File: src/hdl/duplex_switchback_map.vh
`ifndef DUPLEX_SWITCHBACK_MAP_VH
`define DUPLEX_SWITCHBACK_MAP_VH

// ----------------------------------------------------------------------
// Timing base
// ----------------------------------------------------------------------
// Clock period of i_sys_clk in ns
`define CLK_PERIOD_NS 10
// One position step is this long in ns
`define STEP_TIME_NS 100000
// Width of the step divider count
`define STEP_DIV_W 14
// Width of a step target count
`define STEP_W 8

// ----------------------------------------------------------------------
// Sheet length, in units of 0.1 mm
// ----------------------------------------------------------------------
`define LEN_W 13
// Lower limit of two-sheet circulation
`define LEN_MIN_DMM 13'h0_71C
// Boundary between two-sheet and one-sheet circulation
`define LEN_SPLIT_DMM 13'h0_86F
// Upper limit of one-sheet circulation
`define LEN_MAX_DMM 13'h1_0DE

// ----------------------------------------------------------------------
// Exit/switchback path states
// ----------------------------------------------------------------------
`define EX_W 3
`define EX_IDLE 3'h0
`define EX_EJECT 3'h1
`define EX_TO_REV 3'h2
`define EX_REVERSE 3'h3
`define EX_HANDOFF 3'h4

// ----------------------------------------------------------------------
// Incoming duplex transport states
// ----------------------------------------------------------------------
`define DP_W 3
`define DP_IDLE 3'h0
`define DP_WAIT_START 3'h1
`define DP_TO_FIRST 3'h2
`define DP_TO_SECOND 3'h3
`define DP_TO_STOP 3'h4

`endif

File: src/hdl/position_counter.v
`timescale 1ns/1ns
`include "duplex_switchback_map.vh"

// Counts position steps from a start pulse and flags the target once.
module position_counter (
  // Clock and reset
  input wire i_sys_clk,
  input wire i_rst,
  // Control
  input wire i_start,
  input wire i_tick,
  input wire [`STEP_W-1:0] i_target,
  // Result
  output reg o_done
);

  // Steps seen since start
  reg [`STEP_W-1:0] count_reg;
  // Count is running
  reg busy_reg;
  // Next count, kept at target width on purpose
  wire [`STEP_W-1:0] count_inc;

  assign count_inc = count_reg + {{(`STEP_W-1){1'b0}}, 1'b1};

  // ----------------------------------------------------------------------
  // Step counting
  // ----------------------------------------------------------------------
  // A restart while busy starts over; a zero target ends on the first
  // step, so the position is never reached early.
  always @(posedge i_sys_clk or posedge i_rst) begin
    if (i_rst) begin
      count_reg <= {`STEP_W{1'b0}};
      busy_reg <= 1'b0;
      o_done <= 1'b0;
    end else begin
      o_done <= 1'b0;
      if (i_start) begin
        count_reg <= {`STEP_W{1'b0}};
        busy_reg <= 1'b1;
      end else if (busy_reg && i_tick) begin
        count_reg <= count_inc;
        // Target reached on this step
        if (count_inc >= i_target) begin
          busy_reg <= 1'b0;
          o_done <= 1'b1;
        end
      end
    end
  end

endmodule // position_counter

File: src/hdl/duplex_switchback_sequencer.v
// What this block does
// - Single-sided: switchback roller forward, eject sheet.
// - Second-side pass: eject forward like single-sided.
// - First-side pass in a supported length: forward, then reverse at position.
// - Reversed sheet at position: start duplex motor.
// - One motor drives all three duplex rollers.
// - First duplex sensor catches leading edge.
// - Second duplex sensor catches leading edge.
// - Past second sensor plus distance: stop, hold.
// - Scheduled feed time: restart motor, re-feed.
// - Pick one- or two-sheet circulation by length.
// - One-sheet: even page first, odd on reverse.
// - One-sheet: repeat cycle until job ends.
// - Two-sheet: feed next blank during reversal.
// - Two-sheet: held sheet waits for next print.
// - Two-sheet: next reversal starts held sheet re-feed.
// - Two-sheet: repeat steady-state cycle.
`timescale 1ns/1ns
`include "duplex_switchback_map.vh"

module duplex_switchback_sequencer #(
  // Clock cycles per position step; shorten in simulation
  parameter STEP_CYCLES = `STEP_TIME_NS / `CLK_PERIOD_NS
) (
  // Clock and reset
  input wire i_sys_clk,
  input wire i_rst,
  // Job control from the print scheduler
  input wire i_job_start,
  input wire i_job_end,
  input wire i_two_sided,
  input wire i_second_side,
  input wire [`LEN_W-1:0] i_sheet_len_dmm,
  input wire i_refeed_time,
  // Paper sensors, high while paper is present
  input wire i_exit_sensor,
  input wire i_duplex_path_sensor_first,
  input wire i_duplex_path_sensor_second,
  // Set positions in steps
  input wire [`STEP_W-1:0] i_reverse_steps,
  input wire [`STEP_W-1:0] i_motor_start_steps,
  input wire [`STEP_W-1:0] i_stop_steps,
  input wire [`STEP_W-1:0] i_refeed_steps,
  // Motor drives
  output reg o_switchback_roller_motor_on,
  output reg o_switchback_roller_motor_reverse,
  output reg o_duplex_transport_motor_on,
  // Status and requests to the scheduler
  output reg o_job_active,
  output reg o_two_sheet_mode,
  output reg o_length_unsupported,
  output reg o_print_even_page,
  output reg o_feed_next_sheet,
  output reg o_sheet_held,
  output reg o_refeed_started,
  output reg o_duplex_jam
);

  // ----------------------------------------------------------------------
  // Declarations
  // ----------------------------------------------------------------------
  // Step divider count and its one-cycle enable
  reg [`STEP_DIV_W-1:0] div_reg;
  reg step_tick_reg;
  // Previous sensor levels for edge detection
  reg exit_prev_reg;
  reg first_prev_reg;
  reg second_prev_reg;
  // Exit path and incoming duplex states
  reg [`EX_W-1:0] ex_state_reg;
  reg [`EX_W-1:0] ex_state_next;
  reg [`DP_W-1:0] dp_state_reg;
  reg [`DP_W-1:0] dp_state_next;
  // A sheet sits at the re-feed position
  reg held_reg;
  // Held sheet is being delivered to registration
  reg refeed_reg;
  // Sensor leading edges and the exit sensor trailing edge
  wire exit_rise;
  wire exit_fall;
  wire first_rise;
  wire second_rise;
  // Counter starts and completions
  wire rev_start;
  wire rev_done;
  wire mstart_start;
  wire mstart_done;
  wire stop_start;
  wire stop_done;
  wire refeed_go;
  wire refeed_done;
  // Duplex motor demand from the incoming sheet
  wire incoming_run;
  // Sheet arrives while a held sheet cannot move away
  wire collide;

  assign exit_rise = i_exit_sensor & ~exit_prev_reg;
  assign exit_fall = ~i_exit_sensor & exit_prev_reg;
  assign first_rise = i_duplex_path_sensor_first & ~first_prev_reg;
  assign second_rise = i_duplex_path_sensor_second & ~second_prev_reg;

  assign rev_start = (ex_state_reg == `EX_TO_REV) & rev_done;
  assign mstart_start = rev_start;
  assign stop_start = (dp_state_reg == `DP_TO_SECOND) & second_rise;
  assign refeed_go = held_reg & ~refeed_reg &
    (i_refeed_time | (o_two_sheet_mode & rev_start));
  assign incoming_run = (dp_state_reg == `DP_TO_FIRST) |
    (dp_state_reg == `DP_TO_SECOND) | (dp_state_reg == `DP_TO_STOP);
  // Held sheet not leaving while the next one would reach it
  assign collide = held_reg & ~refeed_go & ~refeed_reg & stop_start;

  // ----------------------------------------------------------------------
  // Position counters
  // ----------------------------------------------------------------------
  // From exit sensor edge to the switchback point
  position_counter u_rev_cnt (
    .i_sys_clk(i_sys_clk),
    .i_rst(i_rst),
    .i_start(exit_rise),
    .i_tick(step_tick_reg),
    .i_target(i_reverse_steps),
    .o_done(rev_done)
  );

  // From reversal to duplex motor start
  position_counter u_mstart_cnt (
    .i_sys_clk(i_sys_clk),
    .i_rst(i_rst),
    .i_start(mstart_start),
    .i_tick(step_tick_reg),
    .i_target(i_motor_start_steps),
    .o_done(mstart_done)
  );

  // From second sensor edge to the re-feed position
  position_counter u_stop_cnt (
    .i_sys_clk(i_sys_clk),
    .i_rst(i_rst),
    .i_start(stop_start),
    .i_tick(step_tick_reg),
    .i_target(i_stop_steps),
    .o_done(stop_done)
  );

  // Run time to hand the held sheet to the registration roller
  position_counter u_refeed_cnt (
    .i_sys_clk(i_sys_clk),
    .i_rst(i_rst),
    .i_start(refeed_go),
    .i_tick(step_tick_reg),
    .i_target(i_refeed_steps),
    .o_done(refeed_done)
  );

  // ----------------------------------------------------------------------
  // Step divider and sensor history
  // ----------------------------------------------------------------------
  // Steps are time based since the motors give no encoder feedback
  always @(posedge i_sys_clk or posedge i_rst) begin
    if (i_rst) begin
      div_reg <= {`STEP_DIV_W{1'b0}};
      step_tick_reg <= 1'b0;
      exit_prev_reg <= 1'b0;
      first_prev_reg <= 1'b0;
      second_prev_reg <= 1'b0;
    end else begin
      exit_prev_reg <= i_exit_sensor;
      first_prev_reg <= i_duplex_path_sensor_first;
      second_prev_reg <= i_duplex_path_sensor_second;
      // Wrap and emit one enable pulse
      if (div_reg == STEP_CYCLES[`STEP_DIV_W-1:0] - 1'b1) begin
        div_reg <= {`STEP_DIV_W{1'b0}};
        step_tick_reg <= 1'b1;
      end else begin
        div_reg <= div_reg + 1'b1;
        step_tick_reg <= 1'b0;
      end
    end
  end

  // ----------------------------------------------------------------------
  // Job mode latch
  // ----------------------------------------------------------------------
  // Length is sampled once per job so mode never changes mid-loop
  always @(posedge i_sys_clk or posedge i_rst) begin
    if (i_rst) begin
      o_job_active <= 1'b0;
      o_two_sheet_mode <= 1'b0;
      o_length_unsupported <= 1'b0;
    end else if (i_job_start) begin
      o_job_active <= 1'b1;
      // Length split
      // Exactly on the split length runs one sheet at a time
      o_two_sheet_mode <= i_two_sided &
        (i_sheet_len_dmm < `LEN_SPLIT_DMM);
      o_length_unsupported <= i_two_sided &
        ((i_sheet_len_dmm < `LEN_MIN_DMM) |
         (i_sheet_len_dmm > `LEN_MAX_DMM));
    end else if (i_job_end) begin
      o_job_active <= 1'b0;
    end
  end

  // ----------------------------------------------------------------------
  // Exit/switchback path
  // ----------------------------------------------------------------------
  always @* begin
    ex_state_next = ex_state_reg;
    case (ex_state_reg)
      `EX_IDLE: begin
        if (exit_rise) begin
          if (i_two_sided & ~i_second_side & ~o_length_unsupported)
            ex_state_next = `EX_TO_REV;
          else
            ex_state_next = `EX_EJECT;
        end
      end
      // Forward until the trailing edge leaves the exit sensor
      `EX_EJECT: begin
        if (exit_fall)
          ex_state_next = `EX_IDLE;
      end
      // Forward toward the tray until the switchback point
      `EX_TO_REV: begin
        if (rev_done)
          ex_state_next = `EX_REVERSE;
      end
      // Roller reverses until duplex roller one has the sheet
      `EX_REVERSE: begin
        if (first_rise)
          ex_state_next = `EX_HANDOFF;
      end
      // Keep pushing until the tail clears the exit sensor
      `EX_HANDOFF: begin
        if (~i_exit_sensor)
          ex_state_next = `EX_IDLE;
      end
      default: ex_state_next = `EX_IDLE;
    endcase
  end

  // ----------------------------------------------------------------------
  // Incoming duplex transport
  // ----------------------------------------------------------------------
  always @* begin
    dp_state_next = dp_state_reg;
    case (dp_state_reg)
      `DP_IDLE: begin
        if (rev_start)
          dp_state_next = `DP_WAIT_START;
      end
      `DP_WAIT_START: begin
        if (mstart_done)
          dp_state_next = `DP_TO_FIRST;
      end
      `DP_TO_FIRST: begin
        if (first_rise)
          dp_state_next = `DP_TO_SECOND;
      end
      `DP_TO_SECOND: begin
        if (second_rise)
          dp_state_next = `DP_TO_STOP;
      end
      `DP_TO_STOP: begin
        if (stop_done)
          dp_state_next = `DP_IDLE;
      end
      default: dp_state_next = `DP_IDLE;
    endcase
  end

  // ----------------------------------------------------------------------
  // State, hold and re-feed registers
  // ----------------------------------------------------------------------
  always @(posedge i_sys_clk or posedge i_rst) begin
    if (i_rst) begin
      ex_state_reg <= `EX_IDLE;
      dp_state_reg <= `DP_IDLE;
      held_reg <= 1'b0;
      refeed_reg <= 1'b0;
    end else begin
      ex_state_reg <= ex_state_next;
      dp_state_reg <= dp_state_next;
      // Hold until re-feed time or, in two-sheet mode, the next reversal
      // A new arrival wins over the release in the same cycle
      if ((dp_state_reg == `DP_TO_STOP) & stop_done)
        held_reg <= 1'b1;
      else if (refeed_go)
        held_reg <= 1'b0;
      if (refeed_go)
        refeed_reg <= 1'b1;
      else if (refeed_done)
        refeed_reg <= 1'b0;
    end
  end

  // ----------------------------------------------------------------------
  // Motor and status outputs
  // ----------------------------------------------------------------------
  always @(posedge i_sys_clk or posedge i_rst) begin
    if (i_rst) begin
      o_switchback_roller_motor_on <= 1'b0;
      o_switchback_roller_motor_reverse <= 1'b0;
      o_duplex_transport_motor_on <= 1'b0;
      o_print_even_page <= 1'b0;
      o_feed_next_sheet <= 1'b0;
      o_sheet_held <= 1'b0;
      o_refeed_started <= 1'b0;
      o_duplex_jam <= 1'b0;
    end else begin
      o_switchback_roller_motor_on <= (ex_state_next != `EX_IDLE);
      o_switchback_roller_motor_reverse <=
        (ex_state_next == `EX_REVERSE) | (ex_state_next == `EX_HANDOFF);
      o_duplex_transport_motor_on <=
        (dp_state_next == `DP_TO_FIRST) |
        (dp_state_next == `DP_TO_SECOND) |
        (dp_state_next == `DP_TO_STOP) |
        (refeed_reg & ~refeed_done) | refeed_go;
      o_print_even_page <= o_job_active & i_two_sided & ~i_second_side;
      o_feed_next_sheet <= o_two_sheet_mode & o_job_active & rev_start;
      o_sheet_held <= held_reg & ~refeed_go;
      o_refeed_started <= refeed_go;
      // Sticky until a new job; a second sheet would hit the first
      if (collide)
        o_duplex_jam <= 1'b1;
      else if (i_job_start)
        o_duplex_jam <= 1'b0;
    end
  end

endmodule // duplex_switchback_sequencer

File: config.mk
export PLATFORM = sky130hd
export DESIGN_NAME = duplex_switchback_sequencer
export DESIGN_NICKNAME = d
export VERILOG_FILES = /design/src/hdl/position_counter.v /design/src/hdl/duplex_switchback_sequencer.v
export VERILOG_INCLUDE_DIRS = /design/src /design/src/hdl
export SDC_FILE = /design/constraint.sdc
export NUM_CORES = 1
export LEC_CHECK = 0
export BUFFER_PORTS_ARGS = -buffer_cell sky130_fd_sc_hd__buf_4
export CAP_MARGIN = 20
export CORE_UTILIZATION = 54
export CTS_BUF_LIST = sky130_fd_sc_hd__clkbuf_8
export DETAILED_ROUTE_END_ITERATION = 16
export PLACE_DENSITY = 0.79
export SKIP_CTS_REPAIR_TIMING = 1
export SLEW_MARGIN = 15
export SYNTH_ARGS = -nofsm -noshare
export SYNTH_HDL_FRONTEND = slang
export SYNTH_SLANG_ARGS = --single-unit
export TNS_END_PERCENT = 20
File: constraint.sdc
create_clock -name i_sys_clk -period 2.1 [get_ports i_sys_clk]
set_clock_uncertainty 0.15 [all_clocks]
set_input_delay 0.105 -clock i_sys_clk [delete_from_list [all_inputs] [get_ports i_sys_clk]]
set_output_delay 0.105 -clock i_sys_clk [all_outputs]
set_load 0.05 [all_outputs]
==> results of run 1 <==
==> critical path: cells and delay by family (launching register included) <==
family	cells	cell delay, ps
AOI/OAI and AO/OA	2	590
adders and majority gates	2	530
DFF	1	390
and+or+nand+nor	3	340
xor gates and xnor gates	1	80
==> synth_stat cells (7+ instances only) <==
master / n
dfrtp_1: 77
nor2_1: 49
inv_1: 41
ha_1: 37
xnor2_1: 29
nand2_1: 26
nand3_1: 26
xor2_1: 26
a21oi_1: 25
o21ai_0: 19
nor3_1: 15
nand2b_1: 9
a21o_1: 7
or3_1: 7
==> area by class of cell <==
cell class                      count  area, um^2  area share (%)
Clock inverter                      6       56.30          0.9871
Sequential cell                    77        1928           33.80
Multi-Input combinational cell    347        2442           42.82
Timing Repair Buffer              110       868.3           15.22
Clock buffer                        9       123.9           2.172
Tap cell                          102       127.6           2.237
Inverter                           41       157.7           2.764
==> report_power, final <==
| group | internal, uW | total, uW | switching [uW] | leakage [uW] |
|---|---|---|---|---|
| Sequential | 1560 | 1650 | 87.6 | 0.000953 |
| Clock | 531 | 1050 | 517 | 0.0000960 |
| Combinational | 301 | 631 | 330 | 0.00178 |
| Total | 2390 | 3330 | 934 | 0.00283 |
==> kinds of logic (layout without fill, tap and decap cells) <==
| group | Yosys count | count (layout) | share of synthesized area, % |
|---|---|---|---|
| fa+ha+maj | 37 | 37 | 10.27 |
| flops | 77 | 77 | 42.73 |
| mux | 2 | 2 | 0.7214 |
| xor+xnor | 55 | 55 | 10.68 |
| buf+inv | 50 | 166 | 4.439 |
| compound gates | 81 | 81 | 11.65 |
| simple gates | 172 | 172 | 19.51 |
==> per-layer routing <==
metal,vias to the layer above,track usage [%]
li1,1871,-
met1,1789,28.32
met2,84,38.73
met3,14,5.528
met4,0,7.821
met5,-,0
==> cells in the final DEF (no fill, tap or decap), types with 3 or more instances in the layout <==
cell	instances
a211o_1	3
buf_4	97
ha_1	33
a21oi_1	21
nor4_1	4
inv_1	41
xnor2_1	29
nor2_1	46
and4_1	3
nand3_2	3
nand2_1	26
nand3b_1	4
nand3_1	23
nor2b_1	5
nor3b_1	3
a21o_1	7
dfrtp_1	76
o21ai_0	19
a21oi_2	5
nand2b_1	9
dlygate4sd3_1	12
a31oi_1	3
clkbuf_8	9
or3_1	7
nor2_2	3
clkinv_2	3
nor3_1	14
o21a_1	5
xor2_1	26
ha_2	4
nand4_1	4
and3_1	6
==> through the flow <==
step	setup TNS (ps)	cell area (um^2)	util, %	setup slack [ps]
after detailed placement	-459.8	5345	67.77	-150.2
after floorplan	-90.63	4523	-	-90.63
after global placement	-117.7	5345	67.77	-85.25
final	-249.5	5704	72.32	-91.09
after global routing	-1180	5704	72.32	-216.4
after CTS	-609.4	5525	70.05	-161.2
==> path summary, 6_finish.rpt <==
kind | slack, ps | cells past startpoint | endpoint
setup / recovery | -90 | 8 | u_refeed_cnt.busy_reg$_DFFE_PP0P_
hold / removal | 120 | 6 | u_mstart_cnt.busy_reg$_DFFE_PP0P_
setup reg to reg | -90 | 8 | u_refeed_cnt.busy_reg$_DFFE_PP0P_
hold reg to reg | 310 | 1 | div_reg[0]$_DFF_PP0_
max in group asynchronous | 890 | 4 | first_prev_reg$_DFF_PP0_
min in group asynchronous | 250 | 3 | u_refeed_cnt.count_reg[0]$_DFFE_PP0P_
==> results.sh, run 1 <==
export IMPL_dp_hpwl_mm=6.895
export IMPL_cp_start_kind="flop"
export IMPL_synth_top_flop_cell="dfrtp_1"
export IMPL_hold_ws_ps=122.7
export IMPL_setup_ws_ps=-91.09
export IMPL_yosys_register_bits=77
export IMPL_cp_startpoint="u_refeed_cnt.count_reg[1]$_DFFE_PP0P_"
export IMPL_synth_edf_count=0
export IMPL_port_buffers=65
export IMPL_violations="setup timing"
export IMPL_vias=3758
export IMPL_worst_pin_slew_ps=624.5
export IMPL_clk_latency_ps=350
export IMPL_cp_arrival_ps=2280
export IMPL_cts_tree="built"
export IMPL_synth_top_cell_by_area="dfrtp_1"
export IMPL_fin_nets=678
export IMPL_syn_area_mm2=0.004509
export IMPL_hold_viol_final=0
export IMPL_wl_per_cell_um=13.53
export IMPL_highest_layer="met4"
export IMPL_area_delta_synth_final_pct=26.50
export IMPL_initial_core_util_pct=57.17
export IMPL_place_inst=664
export IMPL_grt_pass1_vias=3684
export IMPL_cpMaxStageDelayCell="dfrtp_1"
export IMPL_die_h_um=93.38
export IMPL_leakagePower_uw=0.002830
export IMPL_worstPathRequired_ps=2190
export IMPL_crit_path_frequent_cell="a221o_1"
export IMPL_drive_above_1_share_pct=23.39
export IMPL_rows=32
export IMPL_track_usage_pct=22.77
export IMPL_grt_max_degree=30
export IMPL_fin_crit_sh_pct=104.3
export IMPL_finalCriticalPeriod_ps=2191
export IMPL_path_max_fanout=3
export IMPL_core_mm2=0.007888
export IMPL_rsz0062_at_grt="yes"
export IMPL_drt_pass1_iterations=4
export IMPL_antenna_found_initial=0
export IMPL_synth_top_area_share_pct=42.73
export IMPL_grt_overflow=0
export IMPL_r2r_start="u_refeed_cnt.count_reg[1]$_DFFE_PP0P_"
export IMPL_ant_nets=0
export IMPL_slew_headroom_pct=58.28
export IMPL_diodes=0
export IMPL_largest_reg_flops=14
export IMPL_syn_area_per_cell_um2=9.513
export IMPL_ios=66
export IMPL_cts_sinks=77
export IMPL_cts_root_buf="clkbuf_8"
export IMPL_max_freq_mhz=456.4
export IMPL_die_width_um=93.38
export IMPL_max_stage_delay_ps=390
export IMPL_via_per_inst=5.431
export IMPL_cts_buffers=9
export IMPL_hold_start="i_motor_start_steps[7]"
export IMPL_cts_htree_levels=3
export IMPL_maxCapViolCount=0
export IMPL_hold_path_class="input port to flop"
export IMPL_drv_slew=0
export IMPL_synthArstFlopShare_pct=100.0
export IMPL_cts_buffer_depth=2
export IMPL_drcViolationCount=0
export IMPL_fin_cells=692
export IMPL_grt_pass1_wl_mm=15.68
export IMPL_finalPower_uw=3326
export IMPL_drt_met1_wl_mm=4.263
export IMPL_wl_met2_mm=4.581
export IMPL_fillerInstances=568
export IMPL_die_area_mm2=0.008720
export IMPL_endpoint_kind="flop"
export IMPL_wl_met3_um=361
export IMPL_yosysWarnings=0
export IMPL_drt_iter0_drc=165
export IMPL_path_cells="ha_2, nand3_2, nor2_2, xor2_1, ha_1, nand3_1, a221o_1, a221o_1"
export IMPL_ir_worst_vdd_mv=0.3666
export IMPL_ys_seq_area_share_pct=42.73
export IMPL_netlist_instances=474
export IMPL_powerDensity_mw_per_mm2=583.0
export IMPL_setup_viol=6
export IMPL_status="complete, but fails checks"
export IMPL_synthTopCellsByArea="dfrtp_1 (43%), ha_1 (10%), xnor2_1 (5.6%)"
export IMPL_syn_num_nets=566
export IMPL_synth_distinct_cells=51
export IMPL_clk_pin_slew_ps=80
export IMPL_gp_congestion=0.8543
export IMPL_drt_total_wl_mm=9.360
export IMPL_path_class="flop to flop"
No activity file was read; power rests on OpenSTA's default activity.
==> inputs of run 2 (changes only) <==
Settings changed: PLACE_DENSITY 0.79 to unset, PLACE_DENSITY_LB_ADDON set to 0.3, TNS_END_PERCENT 20 to 1.
==> run 2 against run 1 <==
Net effect: the run still ends with setup timing left; wire length grew 3.0%; sequential share of layout area decreased by 0.40 points; clock power rose by 15%; critical path depth unchanged; power is 5.3% higher; worst hold slack better by 14 ps; global-route usage rose by 0.23 points; final area is 1.3% higher; largest cell class unchanged; highest routed layer unchanged.
==> results.sh, run 2 (same netlist as run 1, synthesis figures left out) <==
export IMPL_port_buffers=65
export IMPL_cts_buffers=9
export IMPL_cts_tree="built"
export IMPL_diodes=0
export IMPL_vias=3761
export IMPL_setup_viol=7
export IMPL_hold_viol_final=0
export IMPL_rsz0062_at_grt="yes"
export IMPL_fin_cells=692
export IMPL_die_width_um=93.38
export IMPL_grtUsageMet3_pct=4.553
export IMPL_area_delta_synth_final_pct=28.11
export IMPL_drt_total_wl_mm=9.639
export IMPL_drv_slew=0
export IMPL_largest_reg_flops=14
export IMPL_die_h_um=93.38
export IMPL_cpMaxStageDelayCell="dfrtp_1"
export IMPL_worstPathRequired_ps=2180
export IMPL_cts_htree_levels=3
export IMPL_path_class="flop to flop"
export IMPL_endpoint_kind="flop"
export IMPL_cp_start_kind="flop"
export IMPL_grt_overflow=0
export IMPL_r2r_start="u_refeed_cnt.count_reg[0]$_DFFE_PP0P_"
export IMPL_crit_family="compound AO/OA/AOI/OAI gates"
export IMPL_drive_above_1_share_pct=23.90
export IMPL_layout_cells_most_common="buf_4"
export IMPL_grt_util_met1_pct=29.26
export IMPL_path_cells="nand3_2, or2_4, nor2_4, xor2_1, ha_1, nand3_1, a221o_1, a221o_1"
export IMPL_clk_latency_ps=350
export IMPL_gp_congestion=0.8346
export IMPL_fin_crit_sh_pct=105.4
export IMPL_drt_iter0_drc=118
export IMPL_drt_pass1_iterations=5
export IMPL_ant_nets=0
export IMPL_core_mm2=0.007888
export IMPL_crit_path_frequent_cell="a221o_1"
export IMPL_finalPower_uw=3503
export IMPL_use_met2_pct=39.15
export IMPL_track_usage_pct=22.99
export IMPL_rows=32
export IMPL_cp_arrival_ps=2290
export IMPL_setup_ws_ps=-113.0
export IMPL_max_freq_mhz=451.9
export IMPL_cts_sinks=77
export IMPL_via_per_inst=5.435
export IMPL_pre_cts_slack_ps=-151.1
export IMPL_die_area_mm2=0.008720
export IMPL_path_buf_inv=0
export IMPL_ir_worst_vdd_mv=0.3998
export IMPL_final_cell_mix="buf_4 (96), dfrtp_1 (75), nor2_1 (46)"
export IMPL_grt_pass1_wl_mm=15.72
export IMPL_busiest_layer="met2"
export IMPL_path_max_fanout=3
export IMPL_finalCriticalPeriod_ps=2213
export IMPL_status="complete, but fails checks"
export IMPL_place_inst=663
export IMPL_slew_headroom_pct=71.68
export IMPL_fillerInstances=594
export IMPL_initial_core_util_pct=57.17
export IMPL_antenna_found_initial=0
export IMPL_dp_hpwl_mm=6.978
export IMPL_drcViolationCount=0
export IMPL_hold_path_class="input port to flop"
export IMPL_hold_start="i_motor_start_steps[7]"
export IMPL_grt_pass1_vias=3699
export IMPL_utilization_pct=73.24
export IMPL_max_stage_delay_ps=400
export IMPL_leakagePower_uw=0.002862
export IMPL_powerDensity_mw_per_mm2=606.4
export IMPL_grt_max_degree=78
export IMPL_cp_startpoint="u_refeed_cnt.count_reg[0]$_DFFE_PP0P_"
export IMPL_maxCapViolCount=0
export IMPL_cts_buffer_depth=2
export IMPL_stdcell_area_mm2=0.005777
export IMPL_fin_nets=677
export IMPL_place_area_mm2=0.005338
export IMPL_violations="setup timing"
export IMPL_worst_pin_slew_ps=424.8
export IMPL_ios=66
export IMPL_cts_root_buf="clkbuf_8"
export IMPL_wl_per_cell_um=13.93
export IMPL_clk_pin_slew_ps=80
## run 2: changes by cell type in the layout (fill, tap and decap cells not counted), sizes merged
cell      before  now
clkinv         3    1
inv           41   43
buf           98   97
bufinv         1    2
clkbuf         9   10
clkinvlp       2    1
## run 2: worst paths after layout
path | depth (start not counted) | slack, ps | end
setup reg to reg | 8 | -110 | u_refeed_cnt.busy_reg$_DFFE_PP0P_
min in group asynchronous | 4 | 260 | u_stop_cnt.count_reg[6]$_DFFE_PP0P_
hold / removal | 6 | 140 | u_mstart_cnt.busy_reg$_DFFE_PP0P_
setup / recovery | 8 | -110 | u_refeed_cnt.busy_reg$_DFFE_PP0P_
hold reg to reg | 1 | 310 | div_reg[0]$_DFF_PP0_
max in group asynchronous | 4 | 1200 | u_stop_cnt.count_reg[2]$_DFFE_PP0P_
## run 2: layout make-up
type	instances	area [um^2]	area share, %
Multi-Input combinational cell	347	2484	42.99
Timing Repair Buffer	109	860.8	14.90
Sequential cell	77	1929	33.40
Clock inverter	6	80.08	1.386
Inverter	41	157.7	2.729
Clock buffer	10	137.6	2.382
Tap cell	102	127.6	2.209
## run 2: report_power, final
| part | leakage [uW] | total [uW] | switching, uW | internal, uW |
|---|---|---|---|---|
| clock network | 0.000120 | 1210 | 519 | 691 |
| registers | 0.000953 | 1650 | 88.5 | 1560 |
| logic | 0.00179 | 645 | 333 | 312 |
| total | 0.00286 | 3500 | 941 | 2560 |
## run 2: metal layers
layer | share of wire, % | routed length, um
met3 | 3.6 | 350
met4 | 1.1 | 107
met1 | 46 | 4427
met2 | 49 | 4753
met5 | 0 | 0
## run 2: tightest hold or removal path: stages
cell      delay [ps]
buf_4            110
inv_1             40
ha_1             150
a21oi_2           50
o311ai_1          80
nand2_1           50
## run 2: per-stage QoR
stage / hold slack (ps) / setup TNS, ps
after floorplan: -13.57 / -90.63
after global placement: 75.69 / -133.9
after detailed placement: 76.50 / -807.4
after CTS: -287.3 / -1078
after global routing: 167.2 / -1105
final: 136.4 / -347.1
==> inputs of run 3 (changes only) <==
Settings changed: REMOVE_ABC_BUFFERS set to 1.
==> run 3 against run 2 <==
Net effect: the run still ends with setup timing left; final area up 0.50%; critical path type unchanged; wire length shrank 1.4%; critical endpoint unchanged; flip-flop and latch count unchanged; register-to-register slack got worse by 40 ps; clock power down 7%; critical path depth stayed put; power decreased by 2.6%; core utilization grew 0.36 points; maximum frequency down 1.6%; non-clock buffer count rose by 2; combinational power barely moved; final cell count up 0.14%.
==> results.sh, run 3 (same netlist as run 1, synthesis figures left out) <==
export IMPL_reg2reg_to="u_refeed_cnt.busy_reg$_DFFE_PP0P_"
export IMPL_hold_path_end="o_sheet_held$_DFF_PP0_"
export IMPL_largest_reg_flops=14
export IMPL_grt_pass1_vias=3723
export IMPL_stdcell_area_mm2=0.005806
export IMPL_rows=32
export IMPL_r2r_setup_slack_ps=-150
export IMPL_rsz0062_at_grt="yes"
export IMPL_gp_congestion=0.8815
export IMPL_cp_arrival_ps=2320
export IMPL_worst_pin_slew_ps=437.9
export IMPL_via_per_inst=5.478
export IMPL_wl_per_cell_um=13.71
export IMPL_clk_pin_slew_ps=70
export IMPL_ff2ff_path_depth=8
export IMPL_r2r_start="u_refeed_cnt.count_reg[1]$_DFFE_PP0P_"
export IMPL_cp_start_kind="flop"
export IMPL_hold_path_class="input port to flop"
export IMPL_grt_pass1_wl_mm=15.98
export IMPL_worstPathRequired_ps=2170
export IMPL_clk_latency_ps=340
export IMPL_final_cell_mix="buf_4 (97), dfrtp_1 (76), nor2_1 (45)"
export IMPL_area_delta_synth_final_pct=28.75
export IMPL_initial_core_util_pct=57.17
export IMPL_vias=3796
export IMPL_finalCriticalPeriod_ps=2248
export IMPL_track_usage_pct=23.22
export IMPL_fin_crit_sh_pct=107.1
export IMPL_setup_ws_ps=-148.2
export IMPL_endpoint_kind="flop"
export IMPL_max_stage_delay_ps=430
export IMPL_ios=66
export IMPL_dp_hpwl_mm=6.883
export IMPL_diodes=0
export IMPL_core_mm2=0.007888
export IMPL_grt_overflow=0
export IMPL_drt_total_wl_mm=9.504
export IMPL_drv_slew=0
export IMPL_status="complete, but fails checks"
export IMPL_pre_cts_slack_ps=-164.2
export IMPL_fin_nets=679
export IMPL_drcViolationCount=0
export IMPL_tns_ps=-329.6
export IMPL_path_max_fanout=3
export IMPL_die_h_um=93.38
export IMPL_place_area_mm2=0.005324
export IMPL_max_freq_mhz=444.8
export IMPL_port_buffers=65
export IMPL_antenna_found_initial=0
export IMPL_setup_viol=6
export IMPL_hold_viol_final=0
export IMPL_cts_buffers=9
export IMPL_drive_above_1_share_pct=25.38
export IMPL_slew_headroom_pct=70.74
export IMPL_cts_htree_levels=3
export IMPL_drt_iter0_drc=197
export IMPL_cts_buffer_depth=2
export IMPL_drt_pass1_iterations=4
export IMPL_die_width_um=93.38
export IMPL_path_cells="nand3_2, or2_4, nor2_4, xor2_1, ha_1, nand3_1, a221o_1, a221o_1"
export IMPL_leakagePower_uw=0.002863
export IMPL_cpMaxStageDelayCell="dfrtp_1"
export IMPL_cts_sinks=77
export IMPL_cts_root_buf="clkbuf_8"
export IMPL_hold_start="i_refeed_time"
export IMPL_path_class="flop to flop"
export IMPL_crit_path_frequent_cell="a221o_1"
export IMPL_layout_cells_most_common="buf_4"
export IMPL_grt_max_degree=78
export IMPL_maxCapViolCount=0
export IMPL_cp_startpoint="u_refeed_cnt.count_reg[1]$_DFFE_PP0P_"
export IMPL_hold_depth=4
export IMPL_ant_nets=0
export IMPL_ir_worst_vdd_mv=0.3603
export IMPL_die_area_mm2=0.008720
export IMPL_cts_tree="built"
export IMPL_violations="setup timing"
export IMPL_powerDensity_mw_per_mm2=587.5
-- run 3: cell types whose count changed in the layout (fill, tap and decap cells not counted), moves of 2 or more --
cell / before / now
o311ai_1: 2 / 0
inv_1: 43 / 40
o311ai_2: 0 / 2
clkinv_2: 0 / 2
a21oi_1: 21 / 19
a21oi_2: 4 / 7
-- run 3: how the worst max path moves through the flow --
stage	to	slack (ps)	depth (start not counted)
2_1_floorplan	u_refeed_cnt.busy_reg$_DFFE_PP0P_	-180	8
3_3_place_gp	u_refeed_cnt.busy_reg$_DFFE_PP0P_	-100	8
3_5_place_dp	u_refeed_cnt.busy_reg$_DFFE_PP0P_	-160	8
4_1_cts	u_stop_cnt.o_done$_DFF_PP0_	-190	9
5_1_grt	u_refeed_cnt.busy_reg$_DFFE_PP0P_	-230	8
6_report	u_refeed_cnt.busy_reg$_DFFE_PP0P_	-150	8
-- run 3: layout make-up --
type | instances | area (um^2)
well taps | 102 | 127.6
inverters | 41 | 153.9
repair buffers | 111 | 879.6
fillers | 552 | 2082
flip-flops and latches | 77 | 1928
clock buffers | 11 | 151.4
clock inverters | 4 | 47.55
multi-input cells | 347 | 2517
-- run 3: metrics by stage --
| step | std cells | hold slack, ps | utilization [%] | total power, uW |
|---|---|---|---|---|
| finish | 693 | 23.34 | 73.60 | 3411 |
| global route | 693 | 22.17 | 73.60 | 3582 |
| CTS | 678 | -287.4 | 70.02 | 3389 |
| detailed placement | 663 | 78.42 | 67.50 | 2271 |
| global placement | 663 | 77.28 | 67.50 | 2244 |
| floorplan | 465 | -13.57 | - | 2021 |
-- run 3: per-layer routing --
metal | share of wire (%) | track usage [%] | up-vias
met4 | 1.7 | 9.103 | 0
met2 | 51 | 40.56 | 82
met5 | 0 | 0 | -
li1 | - | - | 1869
met1 | 43 | 28.59 | 1824
met3 | 3.8 | 3.902 | 21
-- run 3: power by group --
group	total, uW	leakage [uW]	internal (uW)	switching, uW
clock	1120	0.000101	603	514
combinational	648	0.00181	316	332
sequential	1650	0.000952	1560	85.7
-- run 3: worst max-delay path: cells and delay by family, from the launching register on --
family	cells	cell delay (ps)
and+or+nand+nor	4	520
adders and majority gates	1	300
AOI/OAI and AO/OA	2	630
xor gates and xnor gates	1	80
DFF	1	430
